`src/rtl/azimuth_pkg.sv`:
```
// Shared constants and types for the serial azimuth command interpreter
`default_nettype none
package azimuth_pkg;
	// ----------------------------------------
	// Timing
	// ----------------------------------------
	localparam int CLK_HZ = 100_000_000;
	localparam int BAUD = 9600;
	localparam int BIT_CYCLES = CLK_HZ / BAUD;
	localparam int ACK_DELAY_MS = 100;
	localparam int ACK_CYCLES = CLK_HZ / 1000 * ACK_DELAY_MS;
	localparam int BAUD_W = 14;
	localparam int TIMER_W = 24;
	// ----------------------------------------
	// Buffers and resets
	// ----------------------------------------
	localparam int BUF_LEN = 8;
	localparam int LEN_W = 4;
	localparam int TX_DEPTH = 32;
	localparam int DATA_BITS = 8;
	localparam logic [3:0] AZ_RESET = 4'h0;
	localparam logic [3:0] DIGIT_HI = 4'h3;
	// ----------------------------------------
	// Characters and command strings
	// ----------------------------------------
	localparam logic [7:0] CH_CR = 8'h0d;
	localparam logic [7:0] CH_LF = 8'h0a;
	localparam logic [7:0] CH_BEL = 8'h07;
	localparam logic [7:0] CH_O = 8'h4f;
	localparam logic [7:0] CH_K = 8'h4b;
	localparam logic [7:0] CH_A = 8'h41;
	localparam logic [47:0] STR_REMOTE = 48'h5245_4d4f_5445;
	localparam logic [39:0] STR_LOCAL = 40'h4c_4f43_414c;
	localparam logic [LEN_W-1:0] LEN_REMOTE = 4'h6;
	localparam logic [LEN_W-1:0] LEN_LOCAL = 4'h5;
	localparam logic [LEN_W-1:0] LEN_AZ = 4'h5;
	localparam logic [15:0] AZ_BCD [16] = '{
		16'h0000, 16'h0225, 16'h0450, 16'h0675,
		16'h0900, 16'h1125, 16'h1350, 16'h1575,
		16'h1800, 16'h2025, 16'h2250, 16'h2475,
		16'h2700, 16'h2925, 16'h3150, 16'h3375};
	// ----------------------------------------
	// Types
	// ----------------------------------------
	typedef struct packed {
		logic [7:0] data;
		logic frame_err;
	} rx_byte_t;
	typedef enum logic [1:0] {
		CMD_NONE = 2'h0,
		CMD_LOCAL = 2'h1,
		CMD_REMOTE = 2'h2,
		CMD_AZ = 2'h3
	} cmd_kind_t;
	typedef struct packed {
		cmd_kind_t kind;
		logic [3:0] index;
	} cmd_t;
endpackage
`default_nettype wire

```
`src/rtl/byte_fifo.sv`:
```
// Synchronous FIFO with registered head word
`default_nettype none
module byte_fifo #(
	parameter int WIDTH = 8,
	parameter int DEPTH = 32
) (
	input wire logic clk,
	input wire logic rst_n,
	input wire logic [WIDTH-1:0] in_data,
	input wire logic in_valid,
	output logic in_ready,
	output logic [WIDTH-1:0] out_data,
	output logic out_valid,
	input wire logic out_ready
);
	localparam int AW = $clog2(DEPTH);
	// ----------------------------------------
	// Storage
	// ----------------------------------------
	logic [WIDTH-1:0] mem [DEPTH];
	logic [AW-1:0] wr_ptr, rd_ptr, next_wr_ptr, next_rd_ptr;
	logic [AW:0] cnt, next_cnt;
	logic head_valid, next_head_valid;
	logic push, load;

	// Head register keeps read data off the memory array
	always_comb begin
		in_ready = cnt != (AW + 1)'(DEPTH);
		push = in_valid && in_ready;
		load = (cnt != '0) && (!head_valid || out_ready);
		next_wr_ptr = push ? wr_ptr + 1'b1 : wr_ptr;
		next_rd_ptr = load ? rd_ptr + 1'b1 : rd_ptr;
		next_cnt = cnt + (AW + 1)'(push) - (AW + 1)'(load);
		next_head_valid = load || (head_valid && !out_ready);
		out_valid = head_valid;
	end

	always_ff @(posedge clk or negedge rst_n) begin
		if (!rst_n) begin
			wr_ptr <= '0;
			rd_ptr <= '0;
			cnt <= '0;
			head_valid <= 1'b0;
			out_data <= '0;
		end else begin
			wr_ptr <= next_wr_ptr;
			rd_ptr <= next_rd_ptr;
			cnt <= next_cnt;
			head_valid <= next_head_valid;
			if (load) begin
				out_data <= mem[rd_ptr];
			end
		end
	end

	always_ff @(posedge clk) begin
		if (push) begin
			mem[wr_ptr] <= in_data;
		end
	end
endmodule
`default_nettype wire

```
`src/rtl/serial_receiver.sv`:
```
// Asynchronous serial receiver, eight data bits, one stop bit
`default_nettype none
module serial_receiver #(
	parameter int BIT_CYCLES = azimuth_pkg::BIT_CYCLES
) (
	input wire logic clk,
	input wire logic rst_n,
	input wire logic line_in,
	output azimuth_pkg::rx_byte_t rx_byte,
	output logic rx_valid
);
	typedef enum logic [1:0] {
		RX_IDLE = 2'b00,
		RX_START = 2'b01,
		RX_DATA = 2'b11,
		RX_STOP = 2'b10
	} rx_state_t;
	// ----------------------------------------
	// Line synchroniser
	// ----------------------------------------
	logic s1, s2, s3, level, next_level;

	always_comb begin
		next_level = (s2 == s3) ? s3 : level;
	end

	always_ff @(posedge clk or negedge rst_n) begin
		if (!rst_n) begin
			s1 <= 1'b1;
			s2 <= 1'b1;
			s3 <= 1'b1;
			level <= 1'b1;
		end else begin
			s1 <= line_in;
			s2 <= s1;
			s3 <= s2;
			level <= next_level;
		end
	end
	// ----------------------------------------
	// Frame sampler
	// ----------------------------------------
	rx_state_t state, next_state;
	logic [azimuth_pkg::BAUD_W-1:0] cnt, next_cnt;
	logic [2:0] bit_idx, next_bit_idx;
	logic [7:0] shift, next_shift;
	azimuth_pkg::rx_byte_t next_rx_byte;
	logic next_rx_valid;

	always_comb begin
		next_state = state;
		next_cnt = (cnt != '0) ? cnt - 1'b1 : cnt;
		next_bit_idx = bit_idx;
		next_shift = shift;
		next_rx_byte = rx_byte;
		next_rx_valid = 1'b0;
		unique case (state)
			RX_IDLE: begin
				if (!level) begin
					next_state = RX_START;
					next_cnt = azimuth_pkg::BAUD_W'(BIT_CYCLES / 2);
				end
			end
			RX_START: begin
				if (cnt == '0) begin
					next_state = level ? RX_IDLE : RX_DATA;
					next_cnt = azimuth_pkg::BAUD_W'(BIT_CYCLES - 1);
					next_bit_idx = 3'h0;
				end
			end
			RX_DATA: begin
				if (cnt == '0) begin
					next_shift = {level, shift[7:1]};
					next_cnt = azimuth_pkg::BAUD_W'(BIT_CYCLES - 1);
					next_bit_idx = bit_idx + 1'b1;
					if (bit_idx == 3'h7) begin
						next_state = RX_STOP;
					end
				end
			end
			RX_STOP: begin
				if (cnt == '0) begin
					next_state = RX_IDLE;
					next_rx_byte = '{data: shift, frame_err: !level};
					next_rx_valid = 1'b1;
				end
			end
		endcase
	end

	always_ff @(posedge clk or negedge rst_n) begin
		if (!rst_n) begin
			state <= RX_IDLE;
			cnt <= '0;
			bit_idx <= 3'h0;
			shift <= 8'h00;
			rx_byte <= '0;
			rx_valid <= 1'b0;
		end else begin
			state <= next_state;
			cnt <= next_cnt;
			bit_idx <= next_bit_idx;
			shift <= next_shift;
			rx_byte <= next_rx_byte;
			rx_valid <= next_rx_valid;
		end
	end
endmodule
`default_nettype wire

```
`src/rtl/azimuth_interpreter.sv`:
```
// Serial ASCII command interpreter selecting one of sixteen azimuths
`default_nettype none
module azimuth_interpreter #(
	parameter int BIT_CYCLES = azimuth_pkg::BIT_CYCLES,
	parameter int ACK_CYCLES = azimuth_pkg::ACK_CYCLES,
	parameter int TX_DEPTH = azimuth_pkg::TX_DEPTH
) (
	input wire logic clk,
	input wire logic rst_n,
	input wire logic rxd,
	output logic txd,
	input wire logic [3:0] az_switch,
	output logic [3:0] azimuth,
	output logic remote
);
	typedef enum logic [1:0] {
		P_IDLE = 2'b00,
		P_WAIT = 2'b01,
		P_SEND = 2'b11
	} parse_state_t;
	typedef enum logic {
		TX_IDLE = 1'b0,
		TX_SHIFT = 1'b1
	} tx_state_t;
	localparam int BUF_W = azimuth_pkg::BUF_LEN * 8;
	// ----------------------------------------
	// Decoding helpers
	// ----------------------------------------
	// Mode and azimuth only
	// Exact byte compare, so lower case never matches
	function automatic azimuth_pkg::cmd_t classify(
		input logic [BUF_W-1:0] text,
		input logic [azimuth_pkg::LEN_W-1:0] len,
		input logic bad
	);
		azimuth_pkg::cmd_t res;
		logic [15:0] bcd;
		logic [39:0] want;
		res = '{kind: azimuth_pkg::CMD_NONE, index: 4'h0};
		if (!bad) begin
			if (len == azimuth_pkg::LEN_REMOTE && text[47:0] == azimuth_pkg::STR_REMOTE) begin
				res.kind = azimuth_pkg::CMD_REMOTE;
			end
			if (len == azimuth_pkg::LEN_LOCAL && text[39:0] == azimuth_pkg::STR_LOCAL) begin
				res.kind = azimuth_pkg::CMD_LOCAL;
			end
			for (int i = 0; i < 16; i++) begin
				bcd = azimuth_pkg::AZ_BCD[i];
				want = {azimuth_pkg::CH_A,
					azimuth_pkg::DIGIT_HI, bcd[15:12], azimuth_pkg::DIGIT_HI, bcd[11:8],
					azimuth_pkg::DIGIT_HI, bcd[7:4], azimuth_pkg::DIGIT_HI, bcd[3:0]};
				if (len == azimuth_pkg::LEN_AZ && text[39:0] == want) begin
					res.kind = azimuth_pkg::CMD_AZ;
					res.index = 4'(i);
				end
			end
		end
		return res;
	endfunction
	function automatic logic [7:0] reply_char(input logic bell, input logic [1:0] idx);
		logic [7:0] ch;
		ch = azimuth_pkg::CH_LF;
		if (bell) begin
			unique case (idx)
				2'd0: ch = azimuth_pkg::CH_BEL;
				2'd1: ch = azimuth_pkg::CH_CR;
				default: ch = azimuth_pkg::CH_LF;
			endcase
		end else begin
			unique case (idx)
				2'd0: ch = azimuth_pkg::CH_O;
				2'd1: ch = azimuth_pkg::CH_K;
				2'd2: ch = azimuth_pkg::CH_CR;
				default: ch = azimuth_pkg::CH_LF;
			endcase
		end
		return ch;
	endfunction
	// ----------------------------------------
	// Receiver and transmit buffer
	// ----------------------------------------
	azimuth_pkg::rx_byte_t rx_byte;
	logic [7:0] push_data, head_data, ch;
	logic push_valid, push_ready, head_valid, head_ready, rx_valid;

	serial_receiver #(
		.BIT_CYCLES(BIT_CYCLES)
	) u_rx (
		.clk(clk),
		.rst_n(rst_n),
		.line_in(rxd),
		.rx_byte(rx_byte),
		.rx_valid(rx_valid)
	);

	byte_fifo #(
		.WIDTH(azimuth_pkg::DATA_BITS),
		.DEPTH(TX_DEPTH)
	) u_tx_fifo (
		.clk(clk),
		.rst_n(rst_n),
		.in_data(push_data),
		.in_valid(push_valid),
		.in_ready(push_ready),
		.out_data(head_data),
		.out_valid(head_valid),
		.out_ready(head_ready)
	);

	// ----------------------------------------
	// Front-panel switch synchroniser
	// ----------------------------------------
	logic [3:0] sw1, sw2, sw3, sw_level, next_sw_level, next_azimuth;

	always_comb begin
		next_sw_level = (sw2 == sw3) ? sw3 : sw_level;
	end

	always_ff @(posedge clk or negedge rst_n) begin
		if (!rst_n) begin
			sw1 <= azimuth_pkg::AZ_RESET;
			sw2 <= azimuth_pkg::AZ_RESET;
			sw3 <= azimuth_pkg::AZ_RESET;
			sw_level <= azimuth_pkg::AZ_RESET;
		end else begin
			sw1 <= az_switch;
			sw2 <= sw1;
			sw3 <= sw2;
			sw_level <= next_sw_level;
		end
	end

	// ----------------------------------------
	// Command parser and reply sequencer
	// ----------------------------------------
	parse_state_t state, next_state;
	logic [BUF_W-1:0] line_buf, next_line_buf;
	logic [azimuth_pkg::LEN_W-1:0] buf_len, next_buf_len;
	logic buf_bad, next_buf_bad;
	logic [azimuth_pkg::TIMER_W-1:0] timer, next_timer;
	logic bell, next_bell, next_remote, last_char;
	logic [1:0] rep_idx, next_rep_idx;
	azimuth_pkg::cmd_t cmd;

	always_comb begin
		next_state = state;
		next_line_buf = line_buf;
		next_buf_len = buf_len;
		next_buf_bad = buf_bad;
		next_timer = timer;
		next_bell = bell;
		next_rep_idx = rep_idx;
		next_azimuth = azimuth;
		next_remote = remote;
		ch = rx_byte.data;
		cmd = classify(line_buf, buf_len, buf_bad);
		push_data = reply_char(bell, rep_idx);
		push_valid = 1'b0;
		last_char = bell ? (rep_idx == 2'd2) : (rep_idx == 2'd3);
		if (!remote) begin
			next_azimuth = sw_level;
		end
		unique case (state)
			P_IDLE: begin
				if (rx_valid && ch != azimuth_pkg::CH_LF) begin
					if (ch == azimuth_pkg::CH_CR) begin
						next_buf_len = '0;
						next_buf_bad = 1'b0;
						next_line_buf = '0;
						next_rep_idx = 2'd0;
						if (remote) begin
							unique case (cmd.kind)
								azimuth_pkg::CMD_LOCAL: begin
									next_remote = 1'b0;
									next_azimuth = sw_level;
								end
								azimuth_pkg::CMD_AZ: begin
									next_azimuth = cmd.index;
								end
								default: begin
								end
							endcase
							next_bell = cmd.kind == azimuth_pkg::CMD_NONE;
							next_state = next_bell ? P_SEND : P_WAIT;
						end else if (cmd.kind == azimuth_pkg::CMD_REMOTE) begin
							next_remote = 1'b1;
							next_bell = 1'b0;
							next_state = P_WAIT;
						end
						next_timer = azimuth_pkg::TIMER_W'(ACK_CYCLES - 1);
					end else if (buf_len == azimuth_pkg::LEN_W'(azimuth_pkg::BUF_LEN)) begin
						next_buf_bad = 1'b1;
						next_buf_len = '0;
						next_line_buf = '0;
					end else begin
						next_line_buf = {line_buf[BUF_W-9:0], ch};
						next_buf_len = buf_len + 1'b1;
						next_buf_bad = buf_bad || rx_byte.frame_err;
					end
				end
			end
			P_WAIT: begin
				if (timer == '0) begin
					next_state = P_SEND;
				end else begin
					next_timer = timer - 1'b1;
				end
			end
			P_SEND: begin
				// Queue OK CR LF, or BEL CR LF when bell is set, stall on full buffer
				push_valid = 1'b1;
				if (push_ready) begin
					next_rep_idx = rep_idx + 1'b1;
					if (last_char) begin
						next_state = P_IDLE;
					end
				end
			end
			default: begin
				next_state = P_IDLE;
			end
		endcase
	end

	always_ff @(posedge clk or negedge rst_n) begin
		if (!rst_n) begin
			state <= P_IDLE;
			line_buf <= '0;
			buf_len <= '0;
			buf_bad <= 1'b0;
			timer <= '0;
			bell <= 1'b0;
			rep_idx <= 2'd0;
			azimuth <= azimuth_pkg::AZ_RESET;
			remote <= 1'b0;
		end else begin
			state <= next_state;
			line_buf <= next_line_buf;
			buf_len <= next_buf_len;
			buf_bad <= next_buf_bad;
			timer <= next_timer;
			bell <= next_bell;
			rep_idx <= next_rep_idx;
			azimuth <= next_azimuth;
			remote <= next_remote;
		end
	end

	// ----------------------------------------
	// Serial transmitter
	// ----------------------------------------
	tx_state_t tx_state, next_tx_state;
	logic [8:0] frame, next_frame;
	logic [3:0] bits_left, next_bits_left;
	logic [azimuth_pkg::BAUD_W-1:0] baud, next_baud;
	logic next_txd;

	// Start, 8 data LSB first, stop
	always_comb begin
		next_tx_state = tx_state;
		next_frame = frame;
		next_bits_left = bits_left;
		next_baud = baud;
		next_txd = txd;
		head_ready = tx_state == TX_IDLE;
		unique case (tx_state)
			TX_IDLE: begin
				if (head_valid) begin
					next_tx_state = TX_SHIFT;
					next_frame = {1'b1, head_data};
					next_bits_left = 4'd9;
					next_baud = azimuth_pkg::BAUD_W'(BIT_CYCLES - 1);
					next_txd = 1'b0;
				end
			end
			TX_SHIFT: begin
				if (baud != '0) begin
					next_baud = baud - 1'b1;
				end else if (bits_left == 4'd0) begin
					next_tx_state = TX_IDLE;
					next_txd = 1'b1;
				end else begin
					next_txd = frame[0];
					next_frame = {1'b1, frame[8:1]};
					next_bits_left = bits_left - 1'b1;
					next_baud = azimuth_pkg::BAUD_W'(BIT_CYCLES - 1);
				end
			end
		endcase
	end

	always_ff @(posedge clk or negedge rst_n) begin
		if (!rst_n) begin
			tx_state <= TX_IDLE;
			frame <= 9'h1ff;
			bits_left <= 4'd0;
			baud <= '0;
			txd <= 1'b1;
		end else begin
			tx_state <= next_tx_state;
			frame <= next_frame;
			bits_left <= next_bits_left;
			baud <= next_baud;
			txd <= next_txd;
		end
	end
endmodule
`default_nettype wire

```
`config.mk`:
```
export PLATFORM = sky130hd
export DESIGN_NAME = azimuth_interpreter
export DESIGN_NICKNAME = d
export VERILOG_FILES = /design/src/rtl/azimuth_pkg.sv /design/src/rtl/byte_fifo.sv /design/src/rtl/serial_receiver.sv /design/src/rtl/azimuth_interpreter.sv
export SDC_FILE = /design/constraint.sdc
export NUM_CORES = 1
export LEC_CHECK = 0
export BUFFER_PORTS_ARGS = -buffer_cell sky130_fd_sc_hd__buf_4
export CELL_PAD_IN_SITES_DETAIL_PLACEMENT = 1
export CELL_PAD_IN_SITES_GLOBAL_PLACEMENT = 1
export CORE_MARGIN = 4
export CORE_UTILIZATION = 40
export CTS_BUF_LIST = sky130_fd_sc_hd__clkbuf_8
export CTS_CLUSTER_DIAMETER = 150
export CTS_CLUSTER_SIZE = 40
export DETAILED_ROUTE_END_ITERATION = 16
export PLACE_DENSITY_LB_ADDON = 0.1
export SETUP_SLACK_MARGIN = 0.1
export SLEW_MARGIN = 20
export SYNTH_ARGS = -nofsm -noshare
export SYNTH_HDL_FRONTEND = slang
export SYNTH_SLANG_ARGS = --single-unit
```
`constraint.sdc`:
```
create_clock -name clk -period 4.8 [get_ports clk]
set_input_delay 0.48 -clock clk [delete_from_list [all_inputs] [get_ports clk]]
set_output_delay 0.48 -clock clk [all_outputs]
set_load 0.01 [all_outputs]
```
==> results of run 1 <==
## sequential cells by signal, summed over array words and instances (netlist names), 6 cells and up
register	count
u_tx_fifo.mem	160
line_buf	48
timer	24
baud	14
u_rx.cnt	14
u_rx.rx_byte	9
frame	8
u_rx.shift	8
u_tx_fifo.cnt	6
## power groups by stage
stage	logic [mW]	clock network, mW	registers [mW]
6_report	0.105	1.12	3.21
5_1_grt	0.121	1.29	3.22
4_1_cts	0.111	1.19	3.21
3_5_place_dp	0.106	0	3.27
3_3_place_gp	0.105	0	3.27
2_1_floorplan	0.0305	0	3.27
## cell families after synthesis
family,count (synthesis),synth area share
simple gates,390,0.133
compound gates,161,0.0699
xor+xnor,48,0.0271
fa+ha+maj,35,0.0285
buf+inv,89,0.0228
flops,354,0.623
mux,85,0.0966
## metrics by stage
stage	instance area, um^2	setup slack [ps]	power [mW]	hold slack (ps)
after detailed placement	16200	1410	3.38	338
after CTS	16500	1370	4.52	369
after floorplan	15500	2270	3.30	184
after global routing	16500	1010	4.63	378
final	16500	1390	4.43	364
after global placement	16200	1440	3.38	336
## placed cells by master (no fill, tap or decap), types with 33 or more instances in the layout
cell and instances:
inv_1 43, mux4_2 50, nand2_1 96, nor2_1 93, a22o_1 47, xnor2_1 33, o21ai_0 53, nor4_1 33
dfrtp_1 180, edfxtp_1 160, ha_1 33
## final timing paths
| kind | from | end | slack, ps | depth (start not counted) |
|---|---|---|---|---|
| worst max-delay path | baud[8] | bits_left[2] | 1390 | 6 |
| worst min-delay path | u_rx.s1 | u_rx.s2 | 360 | 0 |
| worst max register to register | baud[8] | bits_left[2] | 1390 | 6 |
| worst min register to register | u_rx.s1 | u_rx.s2 | 360 | 0 |
| max in group asynchronous | rst_n | line_buf[30] | 3240 | 3 |
| min in group asynchronous | rst_n | baud[5] | 490 | 2 |
## worst max-delay path, stage by stage (launching register included)
cell and delay (ps):
dfrtp_1 460, or4_1 560, nor4_1 800, nand4b_1 610, and2_1 550, o21ai_0 210
o21ai_0 100
## layout make-up
type | instances | area [um^2] | area share
clock buffers | 13 | 179 | 0.0108
clock inverters | 7 | 31.3 | 0.00189
inverters | 38 | 143 | 0.00864
multi-input cells | 719 | 5540 | 0.336
flip-flops and latches | 354 | 9680 | 0.586
well taps | 511 | 639 | 0.0387
repair buffers | 34 | 297 | 0.0180
## metal layers
metal	wire length, um	track usage	vias to the layer above
met2	16100	0.271	106
met4	423	0.0220	0
met3	920	0.0177	23
met1	16800	0.248	4793
li1	-	-	4296
met5	0	0	-
## timing repair
item	in CTS	in global routing
hold endpoints to repair	74	0
resized for setup	0	0
endpoints found under the setup margin	0	0
hold buffers	6	0
==> impl_metrics.tcl, run 1 <==
set metrics [dict create \
    outcome "completed" \
    drt_first_pass_iters 5 \
    worst_hold_path_type "flip-flop to flip-flop" \
    nets 1200 \
    dp.final_hpwl_um 23000 \
    relSlewSlack 0.279 \
    die_w_um 205 \
    clock_sinks 354 \
    postCtsSetupBuffers 0 \
    ys_warn_count 0 \
    die_y_um 205 \
    final_antenna_net_count 0 \
    diodes 0 \
    grt_pass1_vias 9749 \
    fin_skew_ps 40.9 \
    crit_required_ps 5280 \
    max-cap-violations 0 \
    end_kind "flip-flop" \
    internal-power_mw 3.49 \
    rsz0062_at_grt "false" \
    drc 0 \
    synthDistinctLibCells 68 \
    syn_area_mm2 0.0155 \
    ioPinCount 13 \
    globalRouteOverflowTotal 0 \
    path_max_fanout 14 \
    pwr-share-comb 0.024 \
    final-setup-viol-count 0 \
    synth.area.top_cells "edfxtp_1 (31%), dfrtp_1 (29%), mux4_2 (7.2%), ha_1 (2.7%), a22o_1 (2.6%)" \
    initial_core_util 0.409 \
    vias_per_cell 5.50 \
    row_count 71 \
    final.fill_count 3961 \
    antenna_found_initial 0 \
    max-vdd-ir-drop_mv 0.169 \
    arrival_ps 3880 \
    clk_latency_ps 600 \
    dpl.cell_count 1649 \
    yosysMostFrequentCell "dfrtp_1" \
    instances_no_fill 1676 \
    path_class "flip-flop to flip-flop" \
    grt_start_max_net_pins 82 \
    clkTransAtPathRegs_ps 230 \
    syn-instance-count 1162 \
    cts_root_buf "clkbuf_8" \
    syn_area_per_cell_um2 13.4 \
    first_iter_violations 540 \
    utilization 0.434 \
    fin_crit_ps 3410 \
    async_reset_ff_frac 0.548 \
    p_seq_frac 0.725 \
    syn_to_final_growth_pct 6.22 \
    cts_made_buffers 12 \
    slew_viol_final 0 \
    route.vias.total 9218 \
    crit_path_start_kind "flip-flop" \
    fin_crit_sh 0.710 \
    core_area_mm2 0.0380 \
    tns_ps 0 \
    track_usage 0.166 \
    numPortBuffers 12 \
    place_congestion 0.800 \
    p_sw_frac 0.213 \
    ys_ff_latch 354 \
    grt_pass1_wl_um 56200 \
    synth_edf_count 160 \
    worst_pin_slew_ps 1070 \
    power_frac_clock 0.252 \
    hold_viol_final 0 \
    fp.dieArea_mm2 0.0421 \
    ys_seq_area_frac 0.623 \
    h-tree-depth 1 \
    ys.flop_type "dfrtp_1" \
    yosysTopAreaCell "edfxtp_1" \
    synth_fp_nets 1203 \
    wl_per_cell_um 20.5 \
    wl_um 34300 \
    synth_top_area_frac 0.309 \
    drive_gt1_frac 0.131 \
    leakagePower_nw 6.70 \
    cts_tree "yes" \
    clock_path_buffers 3 \
    fmax_mhz 293 \
    yosys-top-cells-count "dfrtp_1 (181), edfxtp_1 (160), nand2_1 (97)" \
    p_switching_mw 0.945 \
    power_density_mw_per_mm2 269 \
]
No activity file was read; power rests on OpenSTA's default activity.
==> run 2: changes to the inputs <==
- clock period: 4.8 -> 3.4 ns (I/O delays scaled with it)
==> run 2 against run 1 <==
Non-clock buffer count is 16 higher; sequential share of layout area decreased by 0.42 points; utilization is 0.31 points higher; clock-buffer cell count down 1; via count is 0.69% higher; flip-flop and latch count unchanged; final area grew 0.72%; clock power increased by 42%; critical path type unchanged; register-to-register slack worse by 860 ps; maximum frequency increased by 19%; power increased by 41%; largest cell class unchanged.
==> impl_metrics.tcl, run 2 (same netlist as run 1, synthesis figures left out) <==
set metrics [dict create \
    outcome "completed" \
    die_w_um 205 \
    crit_required_ps 3910 \
    hold_viol_final 0 \
    path_class "flip-flop to flip-flop" \
    clk_latency_ps 610 \
    syn_to_final_growth_pct 6.98 \
    dp.final_hpwl_um 23000 \
    timing.rr.end "azimuth[1]" \
    wl_per_cell_um 20.4 \
    wl_um 34500 \
    layout.cells.most_common "dfrtp_1" \
    postCtsSetupBuffers 0 \
    grt_pass1_wl_um 56600 \
    row_count 71 \
    place_congestion 0.837 \
    max-vdd-ir-drop_mv 0.339 \
    fp.dieArea_mm2 0.0421 \
    crit_start "line_buf[35]" \
    dpl.cell_count 1666 \
    rr_worst_depth 8 \
    dp_slack_ps 588 \
    fin_crit_ps 2870 \
    numPortBuffers 12 \
    max_stage_delay_ps 710 \
    reg.largest.list "u_tx_fifo.mem: 160 flops, line_buf: 48 flops, timer: 24 flops" \
    setup_ws_ps 534 \
    cts_resized 0 \
    drive_gt1_frac 0.142 \
    slew_viol_final 0 \
    end_kind "flip-flop" \
    placed_cell_area_mm2 0.0164 \
    diodes 0 \
    first_iter_violations 673 \
    path_cells "nor4b_1 -> nand3_1 -> nor4_1 -> nor4_1 -> a41oi_1 -> buf_4 -> nor2_1 -> a211o_1" \
    worst_pin_slew_ps 938 \
    cts_tree "yes" \
    instances_no_fill 1692 \
    cpMostUsedCell "nor4_1" \
    globalRouteOverflowTotal 0 \
    vias_per_cell 5.49 \
    grt_pass1_vias 9711 \
    core_area_mm2 0.0380 \
    top_register "u_tx_fifo.mem" \
    rsz0062_at_grt "false" \
    antenna_found_initial 0 \
    h-tree-depth 1 \
    clock_sinks 354 \
    clock_path_buffers 3 \
    rrSetupSlack_ps 530 \
    leakagePower_nw 6.79 \
    final.fill_count 3951 \
    path_max_fanout 5 \
    finalPower_mw 6.27 \
    hold_buffers 6 \
    largest_reg_flops 160 \
    cts_made_buffers 12 \
    initial_core_util 0.409 \
    fin_skew_ps 49.5 \
    route.vias.total 9282 \
    design_area_mm2 0.0166 \
    final_cell_mix "dfrtp_1 (180), edfxtp_1 (160), nand2_1 (96), nor2_1 (93), o21ai_0 (53)" \
    worst_hold_path_type "input port to asynchronous set/reset pin" \
    crit_path_start_kind "flip-flop" \
    power_density_mw_per_mm2 377 \
    clkTransAtPathRegs_ps 240 \
    ioPinCount 13 \
    track_usage 0.168 \
    final_antenna_net_count 0 \
    utilization 0.437 \
    nets 1216 \
    drt_first_pass_iters 4 \
    fmax_mhz 349 \
    hold_slack_ps 243 \
    tns_ps 0 \
    relSlewSlack 0.362 \
    setup.worst_path.end "azimuth[1]" \
    grt_start_max_net_pins 79 \
    r2r_start "line_buf[35]" \
    fin_crit_sh 0.843 \
    max-cap-violations 0 \
    final-setup-viol-count 0 \
    arrival_ps 3370 \
    critPathSlowestCell "nor4b_1" \
    drc 0 \
    die_y_um 205 \
    cts_root_buf "clkbuf_8" \
]
[run 2: routing by layer]
| layer | part of all wire | up-vias | global-route usage |
|---|---|---|---|
| met1 | 0.49 | 4821 | 0.253 |
| met2 | 0.47 | 110 | 0.271 |
| li1 | - | 4329 | - |
| met5 | 0 | - | 0 |
| met3 | 0.028 | 22 | 0.0152 |
| met4 | 0.011 | 0 | 0.0273 |
[run 2: worst min-delay path by stage]
stage	start	endpoint	slack [ps]	cells after the start
2_1_floorplan	rst_n	azimuth[0]	40	0
3_3_place_gp	sw1[0]	sw2[0]	330	0
3_5_place_dp	sw1[1]	sw2[1]	340	0
4_1_cts	rst_n	u_tx_fifo.out_data[6]	280	2
5_1_grt	rst_n	u_tx_fifo.out_data[6]	290	2
6_report	rst_n	bits_left[2]	240	2
[run 2: critical path, delay by kind of cell (launching register included)]
kind | cells | cell delay (ps)
AOI/OAI and AO/OA | 2 | 470
buffers and inverters | 1 | 160
DFF | 1 | 480
and+or+nand+nor | 5 | 1680
[run 2: power by group]
part           internal, mW  total, mW  switching (mW)
Sequential             4.50       4.54          0.0396
Combinational        0.0676      0.151          0.0832
Clock                 0.347       1.59            1.24
[run 2: layout make-up]
type                       instances  area (um^2)  area share
clock buffer                      12          165     0.00993
clock inverter                     8         40.0     0.00241
sequential                       354         9680       0.582
multi-input combinational        719         5540       0.333
inverter                          38          143     0.00858
tap                              511          639      0.0385
timing repair buffer              50          422      0.0254
==> run 3: changes to the inputs <==
- clock period: 3.4 -> 2.4 ns (I/O delays scaled with it)
==> run 3 against run 2 <==
Power rose by 42%; largest cell class unchanged; flip-flop and latch count did not move; hold slack got worse by 94 ps; global-route usage grew 0.79 points; the flow now finishes with violations (setup timing); non-clock buffer count increased by 176; register-to-register slack got worse by 710 ps; sequential power increased by 42%; die area unchanged.
==> impl_metrics.tcl, run 3 (same netlist as run 1, synthesis figures left out) <==
set metrics [dict create \
    final_cell_mix "buf_4 (198), dfrtp_1 (179), edfxtp_1 (160), nand2_1 (84), nor2_1 (74)" \
    first_iter_violations 524 \
    clk_latency_ps 600 \
    max-vdd-ir-drop_mv 0.350 \
    hold_viol_final 0 \
    crit_path_start_kind "flip-flop" \
    fin_crit_sh 1.08 \
    top_register "u_tx_fifo.mem" \
    grt_pass1_wl_um 59700 \
    end_kind "flip-flop" \
    route.vias.total 10000 \
    drc 0 \
    layout.cells.most_common "buf_4" \
    initial_core_util 0.409 \
    rr_worst_depth 9 \
    power_density_mw_per_mm2 472 \
    clock_path_buffers 3 \
    outcome "finished, violations left" \
    ioPinCount 13 \
    critPathSlowestCell "or4_4" \
    grt_pass1_vias 10800 \
    fmax_mhz 388 \
    row_count 71 \
    die_y_um 205 \
    max-cap-violations 0 \
    instances_no_fill 1869 \
    multi_input_area_mm2 0.00636 \
    final.fill_count 3887 \
    dp.final_hpwl_um 24300 \
    worst_pin_slew_ps 897 \
    regArea_mm2 0.00968 \
    track_usage 0.176 \
    max_stage_delay_ps 530 \
    h-tree-depth 1 \
    path_max_fanout 5 \
    wl_per_cell_um 19.7 \
    numPortBuffers 12 \
    leakagePower_nw 8.01 \
    relSlewSlack 0.397 \
    fin_crit_ps 2580 \
    path_cells "or4_4 -> or4_4 -> buf_4 -> o41ai_4 -> buf_4 -> nor2_2 -> nand2_2 -> or3_1 -> nand3_1" \
    cts_made_buffers 12 \
    drive_gt1_frac 0.333 \
    cts_root_buf "clkbuf_8" \
    worst_hold_path_type "input port to asynchronous set/reset pin" \
    crit_required_ps 2900 \
    syn_to_final_growth_pct 21.5 \
    clock_sinks 354 \
    antenna_found_initial 0 \
    final_antenna_net_count 0 \
    tns_ps -2620 \
    slew_viol_final 0 \
    globalRouteOverflowTotal 0 \
    diodes 0 \
    die_w_um 205 \
    grt_start_max_net_pins 58 \
    final-setup-viol-count 22 \
    core_area_mm2 0.0380 \
    violations "setup timing" \
    vias_per_cell 5.36 \
    cts_tree "yes" \
    dp_slack_ps -160 \
    rrSetupSlack_ps -180 \
    rsz0062_at_grt "true" \
    hold_slack_ps 150 \
    timing.rr.end "timer[20]" \
    fin_skew_ps 33.9 \
    wl_um 36800 \
    clkTransAtPathRegs_ps 220 \
    r2r_start "timer[11]" \
    largest_reg_flops 160 \
    nets 1393 \
    drt_first_pass_iters 5 \
    place_congestion 0.801 \
    arrival_ps 3080 \
    dpl.cell_count 1795 \
    path_class "flip-flop to flip-flop" \
    fp.dieArea_mm2 0.0421 \
    setup_ws_ps -180 \
    reg.largest.list "u_tx_fifo.mem: 160 flops, line_buf: 48 flops, timer: 24 flops" \
]
run 3: layout make-up:
cell class / count / area share
Timing Repair Buffer: 226 / 0.0984
Clock buffer: 13 / 0.00947
Inverter: 38 / 0.00768
Clock inverter: 7 / 0.00166
Multi-Input combinational cell: 720 / 0.337
Sequential cell: 354 / 0.512
Tap cell: 511 / 0.0339
run 3: how the worst max path moves through the flow:
stage / start / to / slack [ps] / depth (start not counted)
CTS: timer[11] / timer[19] / -170 / 7
global route: timer[11] / timer[20] / -300 / 9
detailed placement: timer[11] / timer[12] / -160 / 7
floorplan: timer[11] / timer[17] / -80 / 8
finish: timer[11] / timer[20] / -180 / 9
global placement: timer[11] / timer[12] / -120 / 7
run 3: what timing repair did:
action	in CTS	in global routing
hold buffers	6	0
endpoints found under the setup margin	212	228
gates cloned	2	1
resized for setup	79	95
buffers inserted	25	22
pin swaps	28	45
endpoints found under the hold margin	84	0
run 3: layer usage:
metal | GRT usage | part of all wire | vias up
met5 | 0 | 0 | -
met4 | 0.0258 | 0.013 | 0
met3 | 0.0171 | 0.024 | 26
met2 | 0.300 | 0.50 | 76
met1 | 0.252 | 0.47 | 5224
li1 | - | - | 4700
run 3: power breakdown:
part / switching, mW / internal, mW / leakage [nW]
sequential: 0.0593 / 6.37 / 4.49
combinational: 0.123 / 0.104 / 3.39
clock: 1.74 / 0.517 / 0.130
run 3: metrics by stage:
step	instance area, um^2	util	total power [mW]
after floorplan	15700	-	6.60
after global placement	17500	0.460	6.76
after detailed placement	17500	0.460	6.77
after CTS	18300	0.482	9.05
after global routing	18900	0.497	9.29
final	18900	0.497	8.91
run 3: critical path: cells and delay by family, from the launching register on:
kind | cells | cell delay, ps
simple gates | 6 | 1350
flops | 1 | 430
compound gates | 1 | 370
buf+inv | 2 | 330
